## src/verilog/ppc_map.vh

```
/*
  Constants for the proximity polling command handler: frame bytes,
  setting field positions, reset values and poll interval counts.
  Assumes a 50 MHz system clock.
*/
`ifndef PPC_MAP_VH
`define PPC_MAP_VH

`define PPC_CLA_CMD 8'hE0
`define PPC_CLA_RSP 8'hE1
`define PPC_INS 8'h00
`define PPC_P1 8'h00
`define PPC_P2_POLL 8'h23
`define PPC_P2_MANUAL 8'h22
`define PPC_P2_CTYPE 8'h20
`define PPC_LEN_ONE 8'h01
`define PPC_LEN_ZERO 8'h00
`define PPC_MANUAL_ARG 8'h0A
`define PPC_ST_FOUND 8'h00
`define PPC_ST_NONE 8'hFF

`define PPC_POLL_RST 8'h8F
`define PPC_CTYPE_RST 8'h03
`define PPC_BIT_AUTO 0
`define PPC_BIT_OFF_NONE 1
`define PPC_BIT_OFF_IDLE 2
`define PPC_BIT_IVL_LO 4
`define PPC_BIT_IVL_HI 5
`define PPC_BIT_L4 7
`define PPC_BIT_TYPE_A 0
`define PPC_BIT_TYPE_B 1

`define PPC_CLK_HZ 32'h02FAF080
`define PPC_MS_TICK 24'h00C350
`define PPC_IVL0_MS 12'h0FA
`define PPC_IVL1_MS 12'h1F4
`define PPC_IVL2_MS 12'h3E8
`define PPC_IVL3_MS 12'h9C4
`define PPC_RSP_LEN 6

`endif

```

## src/verilog/ppc_ctrl.v

```verilog
/*
  Escape command handler for proximity card polling: parses command
  frames from the host, keeps the polling setting and card type
  parameter, runs automatic and manual polls and answers each recognised frame.
  Assumes a byte stream in with a frame end strobe, a response
  consumer that takes one byte per RSP_VALID cycle, and a radio
  front end answering poll requests with a done pulse.
*/
`timescale 1ns/1ps
`default_nettype none
`include "ppc_map.vh"
module ppc_ctrl (
  input wire CLK,
  input wire RST_B,
  input wire CMD_VALID,
  input wire [7:0] CMD_BYTE,
  input wire CMD_END,
  output reg RSP_VALID,
  output reg [7:0] RSP_BYTE,
  output reg RSP_LAST,
  input wire EXCLUSIVE_MODE,
  input wire CONTACT_PRESENT,
  output reg POLL_REQ,
  output reg POLL_TYPE_A,
  output reg POLL_TYPE_B,
  output reg POLL_L4,
  input wire POLL_DONE,
  input wire POLL_FOUND,
  input wire CARD_ACTIVE,
  output reg FIELD_ON,
  output reg CARD_PRESENT
);
  // ----------------------------------------
  // States and derived counts
  // ----------------------------------------
  localparam ST_IDLE = 2'h0;
  localparam ST_MPOLL = 2'h1;
  localparam ST_SEND = 2'h2;
  localparam [23:0] MS_CYC = `PPC_MS_TICK;
  localparam [11:0] IVL0 = `PPC_IVL0_MS;
  localparam [11:0] IVL1 = `PPC_IVL1_MS;
  localparam [11:0] IVL2 = `PPC_IVL2_MS;
  localparam [11:0] IVL3 = `PPC_IVL3_MS;

  reg [7:0] poll_set_q;
  reg [7:0] ctype_q;
  reg [7:0] hdr_q [0:5];
  reg [2:0] cnt_q;
  reg [1:0] st_q;
  reg [2:0] rd_q;
  reg send_q;
  reg [7:0] rsp_data_q;
  reg [23:0] ms_q;
  reg [11:0] ivl_q;
  reg busy_q;
  reg manual_q;
  reg sync1_q, sync2_q, sync3_q;
  reg contact_q;
  reg wr_q;
  reg [2:0] wa_q;
  reg [7:0] wd_q;
  wire [7:0] mem_rd;
  integer i;

  // ----------------------------------------
  // Frame decode
  // ----------------------------------------
  wire hdr_ok = hdr_q[0] == `PPC_CLA_CMD && hdr_q[1] == `PPC_INS && hdr_q[2] == `PPC_P1;
  wire is_poll_wr = hdr_ok && hdr_q[3] == `PPC_P2_POLL && hdr_q[4] == `PPC_LEN_ONE
    && cnt_q == 3'd6;
  wire is_poll_rd = hdr_ok && hdr_q[3] == `PPC_P2_POLL && hdr_q[4] == `PPC_LEN_ZERO
    && cnt_q == 3'd5;
  wire is_manual = hdr_ok && hdr_q[3] == `PPC_P2_MANUAL && hdr_q[4] == `PPC_LEN_ONE
    && hdr_q[5] == `PPC_MANUAL_ARG && cnt_q == 3'd6;
  wire is_ct_wr = hdr_ok && hdr_q[3] == `PPC_P2_CTYPE && hdr_q[4] == `PPC_LEN_ONE
    && cnt_q == 3'd6;
  wire is_ct_rd = hdr_ok && hdr_q[3] == `PPC_P2_CTYPE && hdr_q[4] == `PPC_LEN_ZERO
    && cnt_q == 3'd5;
  wire frame_go = CMD_END && st_q == ST_IDLE;
  wire excl_block = EXCLUSIVE_MODE && contact_q;
  wire auto_en = poll_set_q[`PPC_BIT_AUTO] && !excl_block;

  // ----------------------------------------
  // Contact card detect synchroniser
  // ----------------------------------------
  always @(posedge CLK or negedge RST_B) begin
    if (!RST_B) begin
      sync1_q <= 1'b0;
      sync2_q <= 1'b0;
      sync3_q <= 1'b0;
      contact_q <= 1'b0;
    end else begin
      sync1_q <= CONTACT_PRESENT;
      sync2_q <= sync1_q;
      sync3_q <= sync2_q;
      if (sync2_q == sync3_q) begin
        contact_q <= sync3_q;
      end
    end
  end

  // ----------------------------------------
  // Interval timer
  // ----------------------------------------
  reg [11:0] ivl_lim;
  always @* begin
    case (poll_set_q[`PPC_BIT_IVL_HI:`PPC_BIT_IVL_LO])
      2'b00: ivl_lim = IVL0;
      2'b01: ivl_lim = IVL1;
      2'b10: ivl_lim = IVL2;
      default: ivl_lim = IVL3;
    endcase
  end
  wire ms_tick = ms_q == MS_CYC - 24'h000001;
  wire ivl_due = ms_tick && ivl_q >= ivl_lim - 12'h001;

  always @(posedge CLK or negedge RST_B) begin
    if (!RST_B) begin
      ms_q <= 24'h000000;
      ivl_q <= 12'h000;
    end else begin
      ms_q <= ms_tick ? 24'h000000 : ms_q + 24'h000001;
      if (ivl_due || !auto_en) begin
        ivl_q <= 12'h000;
      end else if (ms_tick) begin
        ivl_q <= ivl_q + 12'h001;
      end
    end
  end

  // ----------------------------------------
  // Main control
  // ----------------------------------------
  always @(posedge CLK or negedge RST_B) begin
    if (!RST_B) begin
      poll_set_q <= `PPC_POLL_RST;
      ctype_q <= `PPC_CTYPE_RST;
      for (i = 0; i < 6; i = i + 1) begin
        hdr_q[i] <= 8'h00;
      end
      cnt_q <= 3'h0;
      st_q <= ST_IDLE;
      rd_q <= 3'h0;
      send_q <= 1'b0;
      rsp_data_q <= 8'h00;
      busy_q <= 1'b0;
      manual_q <= 1'b0;
      POLL_REQ <= 1'b0;
      CARD_PRESENT <= 1'b0;
      RSP_VALID <= 1'b0;
      RSP_BYTE <= 8'h00;
      RSP_LAST <= 1'b0;
    end else begin
      POLL_REQ <= 1'b0;
      RSP_VALID <= 1'b0;
      RSP_LAST <= 1'b0;
      if (CMD_VALID && st_q == ST_IDLE && !CMD_END) begin
        if (cnt_q < 3'd6) begin
          hdr_q[cnt_q] <= CMD_BYTE;
        end
        if (cnt_q != 3'd7) begin
          cnt_q <= cnt_q + 3'h1;
        end
      end
      if (POLL_DONE && busy_q) begin
        busy_q <= 1'b0;
        CARD_PRESENT <= POLL_FOUND;
      end
      if (ivl_due && auto_en && !busy_q) begin
        POLL_REQ <= 1'b1;
        busy_q <= 1'b1;
      end
      case (st_q)
        ST_IDLE: begin
          if (frame_go) begin
            cnt_q <= 3'h0;
            if (is_poll_wr) begin
              poll_set_q <= hdr_q[5];
              rsp_data_q <= hdr_q[5];
              st_q <= ST_SEND;
            end else if (is_poll_rd) begin
              rsp_data_q <= poll_set_q;
              st_q <= ST_SEND;
            end else if (is_ct_wr) begin
              ctype_q <= hdr_q[5];
              rsp_data_q <= hdr_q[5];
              st_q <= ST_SEND;
            end else if (is_ct_rd) begin
              rsp_data_q <= ctype_q;
              st_q <= ST_SEND;
            end else if (is_manual) begin
              manual_q <= 1'b1;
              st_q <= ST_MPOLL;
            end
          end
        end
        ST_MPOLL: begin
          if (manual_q && !busy_q && !(ivl_due && auto_en)) begin
            POLL_REQ <= 1'b1;
            busy_q <= 1'b1;
            manual_q <= 1'b0;
          end else if (!manual_q && POLL_DONE && busy_q) begin
            rsp_data_q <= POLL_FOUND ? `PPC_ST_FOUND : `PPC_ST_NONE;
            st_q <= ST_SEND;
          end
        end
        ST_SEND: begin
          send_q <= 1'b1;
          rd_q <= rd_q + 3'h1;
          if (send_q) begin
            RSP_VALID <= 1'b1;
            RSP_BYTE <= rd_q == 3'h6 ? rsp_data_q : mem_rd;
            if (rd_q == 3'h6) begin
              RSP_LAST <= 1'b1;
              send_q <= 1'b0;
              rd_q <= 3'h0;
              st_q <= ST_IDLE;
            end
          end
        end
        default: st_q <= ST_IDLE;
      endcase
    end
  end

  // ----------------------------------------
  // Response header image
  // ----------------------------------------
  always @(posedge CLK or negedge RST_B) begin
    if (!RST_B) begin
      wr_q <= 1'b1;
      wa_q <= 3'h0;
      wd_q <= `PPC_CLA_RSP;
    end else if (wr_q) begin
      wa_q <= wa_q + 3'h1;
      wd_q <= wa_q == 3'h3 ? `PPC_LEN_ONE : 8'h00;
      wr_q <= wa_q != 3'h4;
    end
  end

  ppc_rsp_mem u_mem (
    .clk(CLK),
    .we(wr_q),
    .waddr(wa_q),
    .wdata(wd_q),
    .raddr(rd_q),
    .rdata(mem_rd)
  );

  // ----------------------------------------
  // Radio front end controls
  // ----------------------------------------
  always @(posedge CLK or negedge RST_B) begin
    if (!RST_B) begin
      FIELD_ON <= 1'b1;
      POLL_TYPE_A <= 1'b1;
      POLL_TYPE_B <= 1'b1;
      POLL_L4 <= 1'b1;
    end else begin
      POLL_TYPE_A <= ctype_q[`PPC_BIT_TYPE_A];
      POLL_TYPE_B <= ctype_q[`PPC_BIT_TYPE_B];
      POLL_L4 <= poll_set_q[`PPC_BIT_L4];
      if (excl_block) begin
        FIELD_ON <= 1'b0;
      end else if (busy_q) begin
        FIELD_ON <= 1'b1;
      end else if (!CARD_PRESENT) begin
        FIELD_ON <= !poll_set_q[`PPC_BIT_OFF_NONE];
      end else begin
        FIELD_ON <= CARD_ACTIVE || !poll_set_q[`PPC_BIT_OFF_IDLE];
      end
    end
  end
endmodule
`default_nettype wire

```

## src/verilog/ppc_rsp_mem.v

```verilog
/*
  Eight-byte response buffer with registered read data.
  Assumes writer and reader share the clock.
*/
`timescale 1ns/1ps
`default_nettype none
module ppc_rsp_mem (
  input wire clk,
  input wire we,
  input wire [2:0] waddr,
  input wire [7:0] wdata,
  input wire [2:0] raddr,
  output reg [7:0] rdata
);
  reg [7:0] mem [0:7];
  always @(posedge clk) begin
    if (we) begin
      mem[waddr] <= wdata;
    end
    rdata <= mem[raddr];
  end
endmodule
`default_nettype wire

```

## config.mk

```make
export PLATFORM = sky130hd
export DESIGN_NAME = ppc_ctrl
export DESIGN_NICKNAME = d
export VERILOG_FILES = /design/src/verilog/ppc_ctrl.v /design/src/verilog/ppc_rsp_mem.v
export VERILOG_INCLUDE_DIRS = /design/src /design/src/verilog
export SDC_FILE = /design/constraint.sdc
export NUM_CORES = 1
export LEC_CHECK = 0
export ABC_AREA = 1
export BUFFER_PORTS_ARGS = -buffer_cell sky130_fd_sc_hd__buf_2
export CAP_MARGIN = 20
export CORE_MARGIN = 2
export CORE_UTILIZATION = 45
export CTS_BUF_LIST = sky130_fd_sc_hd__clkbuf_4 sky130_fd_sc_hd__clkbuf_8
export DETAILED_ROUTE_END_ITERATION = 8
export PLACE_DENSITY = 0.61
export SLEW_MARGIN = 20
export SYNTH_ARGS = -nofsm -noshare
export SYNTH_HDL_FRONTEND = slang
export SYNTH_SLANG_ARGS = --single-unit
```

## constraint.sdc

```tcl
create_clock -name CLK -period 2.36 [get_ports CLK]
set_input_delay 0.354 -clock CLK [delete_from_list [all_inputs] [get_ports CLK]]
set_output_delay 0.354 -clock CLK [all_outputs]
set_load 0.02 [all_outputs]
```

==> key figures <==
Route
  – First drt pass iteration count: 4
  – Final wirelength: 17000 um
  – DRC: 0
  – Wire length per cell: 13.3 um
  – Via density: between 4 and 5
  – Post-route ant nets: 0
  – DR vias: 6259
  – DR iter-0 viols: around 330

STA
  – Worst Skew: 10.6 ps
  – Final-report setup violation count: 0
  – Worst slew margin: 0.610
  – Final hold vios: 0
  – Min Clock Period, post-route: 2120 ps
  – Pins Over Slew Limit: 0
  – Part of the cycle the worst path needs: 0.899
  – Worst Tran Pin Value: slightly below 600 ps
  – RSZ-0062 raised after global routing: no
  – Worst hold slack: about 90 ps
  – Max Clk Rate: 471 MHz
  – Post-route setup slack: around 240 ps
  – Total Neg Setup Slack: 0 ps

Logic synthesis
  – Syn Nets: 1010
  – Top FF cell, synth: dfrtp_1
  – Syn Inst Count: 975
  – Synthesized flop and latch total: 163
  – Netlist Area Pre-Place: 0.00803 mm2
  – Distinct cells, synth: 44
  – Mapped Avg Cell Area: 8.24 um2
  – Async SR Flop Fraction: 0.890
  – EDFF count, synth: 16
  – Synthesis Warnings: 0
  – Seq/Total Area, Yosys: 0.519

Layout
  – Final core occ: 0.524
  – Commonest non-fill, non-tap cell in the layout: nand2_1
  – Antenna cells: 0
  – Fillers: roughly 1700
  – Final net count: 1076
  – Design area: 0.00909 mm2
  – Commonest cells after routing, fill and taps aside: nand2_1, inv_1, dfrtp_1, nor2_1, o21ai_0
  – Share of cells above drive strength 1: 0.130
  – Area delta synth->final: 13.2%
  – Non-filler cells, final: 1279

GRT
  – GR Overflow Total: 0
  – Vias in the first global route: 6011
  – First-pass GRT wire length: approximately 29000 um
  – Grt met2 use: 0.321
  – Met1 Use GR: 0.250
  – Met3 usage: 0.0445
  – Gr busiest metal: met2
  – Largest net degree at the start of global routing: 50
  – Global-route usage over all layers: 0.194
  – Initial antenna violation count: 1

Placement
  – Placed cell areas: about 0.0086 mm2
  – Dpl hpwl: 12400 um
  – Placement Setup Slack: between 80 and 90 ps
  – Final GP Congestion: 0.857
  – # placed instances: 1240
  – I/O Buffers: 32

Power and ir drop
  – Leak: roughly 4.4 nW
  – Net Sw Power: 1.46 mW
  – Gate power share: 0.072
  – Pwr Density: around 600 mW/mm2
  – Sw Ratio: 0.262
  – Max VDD drop: 0.000485 V
  – Seq pwr share: 0.557
  – Clock power frac: 0.372
  – Total power: about 5.6 mW
  – Internal Pwr Total: 4.13 mW

Die
  – Initial Utilization: 0.463
  – Die area: 0.0189 mm2
  – Area of the core: ~0.017 mm2
  – Die Y: 138 um
  – # rows: between 40 and 50
  – Num ports: 33
  – Die Width: 138 um

Clock network
  – Clock sink total: about 160
  – CTS max path bufs: 2
  – TritonCTS clock tree: yes
  – CTS clk-pin slew, worst paths: about 80 ps
  – H-tree lvl count: 4
  – CTS Buf Count: 17
  – Worst-Skew Late Latency: 460 ps
  – Root buffer cell: clkbuf_8

Worst setup path
  – CP most frequent cell: nand2_1
  – CP Max Fanout: 6
  – Worst path slowest cell: dfrtp_1
  – Critical path, cell by cell: inv_1 > nand2_1 > ha_1 > nand2_1 > nor3_2 > nand3_1 > a21oi_1 > nor2_1 > o21ai_4 > clkbuf_2 > nor2_1 > nand2_1 > nand2_1
  – Setup crit end kind: register
  – Arrival time of the worst setup path: around 2500 ps
  – Worst EP required: 2710 ps
  – Worst Setup Start Kind: register
  – Crit-path max cell delay: 420 ps
  – WS Path Type: register to register

Min path
  – Worst hold path type: input pin to register

Flow run
  – Max-cap violations: 0

Run status
  – Status: finished, final reports clean
## critical path, delay by kind of cell (launching register included)
kind                       cells  cell delay, ps
DFF                            1             420
buffers and inverters          2             300
adders and majority gates      1             290
AOI/OAI and AO/OA              2             350
and+or+nand+nor                8             670
## path summary, 6_finish.rpt
check / start / endpoint / slack (ps) / cells past startpoint
setup / recovery: poll_set_q[4]$_DFFE_PN0P_ / ivl_q[11]$_DFFE_PN0P_ / 240 / 13
setup reg to reg: poll_set_q[4]$_DFFE_PN0P_ / ivl_q[11]$_DFFE_PN0P_ / 240 / 13
max in group asynchronous: RST_B / POLL_L4$_DFF_PN1_ / 1220 / 3
hold reg to reg: sync1_q$_DFF_PN0_ / sync2_q$_DFF_PN0_ / 350 / 0
hold / removal: EXCLUSIVE_MODE / FIELD_ON$_DFF_PN1_ / 90 / 2
min in group asynchronous: RST_B / ivl_q[5]$_DFFE_PN0P_ / 380 / 2
## synthesized netlist by cell type, types with 2 or more instances
library cell,n,area (um2)
o211ai_1,3,22.5
dfxtp_1,2,40.0
clkbuf_1,12,45.0
nor3_1,20,100
o21ai_2,2,17.5
nor2_2,2,12.5
ha_1,18,225
o21ai_0,77,385
a31oi_1,4,25.0
inv_1,141,529
nor2_1,120,450
dfstp_2,14,368
nor4_1,6,37.5
nand3_1,59,295
buf_2,5,25.0
nor4_4,5,106
edfxtp_1,16,480
nand2_2,2,12.5
xor2_1,16,140
a21oi_1,32,160
o21ai_1,2,10.0
nand2_1,238,893
o21a_1,2,15.0
a21o_1,2,15.0
nand4_1,23,144
o22ai_1,3,18.8
dfrtp_1,131,3280
buf_4,2,15.0
## timing repair
item / in CTS / in global routing
hold endpoints to repair: 43 / 0
setup endpoints to repair: 0 / 13
hold buffers: 2 / 0
buffers inserted: 0 / 5
gates resized for setup: 0 / 6
## cells by family after synthesis
family / share of synthesized area
flip-flops: 0.519
buffers and inverters: 0.0796
adder cells (fa/ha/maj): 0.0293
XOR/XNOR: 0.0185
AO/OA/AOI/OAI: 0.0852
AND/OR/NAND/NOR: 0.269
## area by class of cell
| type | count | area [um2] | share of cell area |
|---|---|---|---|
| well taps | 225 | 282 | 0.0310 |
| multi-input cells | 648 | 3250 | 0.357 |
| flip-flops and latches | 163 | 4170 | 0.459 |
| clock inverters | 15 | 170 | 0.0187 |
| clock buffers | 17 | 234 | 0.0257 |
| inverters | 144 | 543 | 0.0597 |
| repair buffers | 67 | 444 | 0.0489 |
## registers in the layout, summed over array words and instances (netlist names), 2 cells and up
register	cells
hdr_q	48
ms_q	24
u_mem.mem	16
ivl_q	12
RSP_BYTE	8
ctype_q	8
poll_set_q	8
rsp_data_q	8
cnt_q	3
rd_q	3
wa_q	3
st_q	2
u_mem.rdata	2
wd_q	2
## layer usage
metal | wire [um] | part of all wire
met1 | 7880 | 0.46
met2 | 8250 | 0.48
met3 | 570 | 0.033
met4 | 333 | 0.020
met5 | 13 | 0.00076
## power groups by stage
stage                     sequential (mW)  clock [mW]  combinational, mW
after detailed placement             3.17           0              0.408
after CTS                            3.11        2.14              0.412
after floorplan                      3.15           0              0.245
final                                3.11        2.08              0.401
after global routing                 3.14        2.26              0.474
after global placement               3.16           0              0.399
Power figures use the tool's default switching activity.
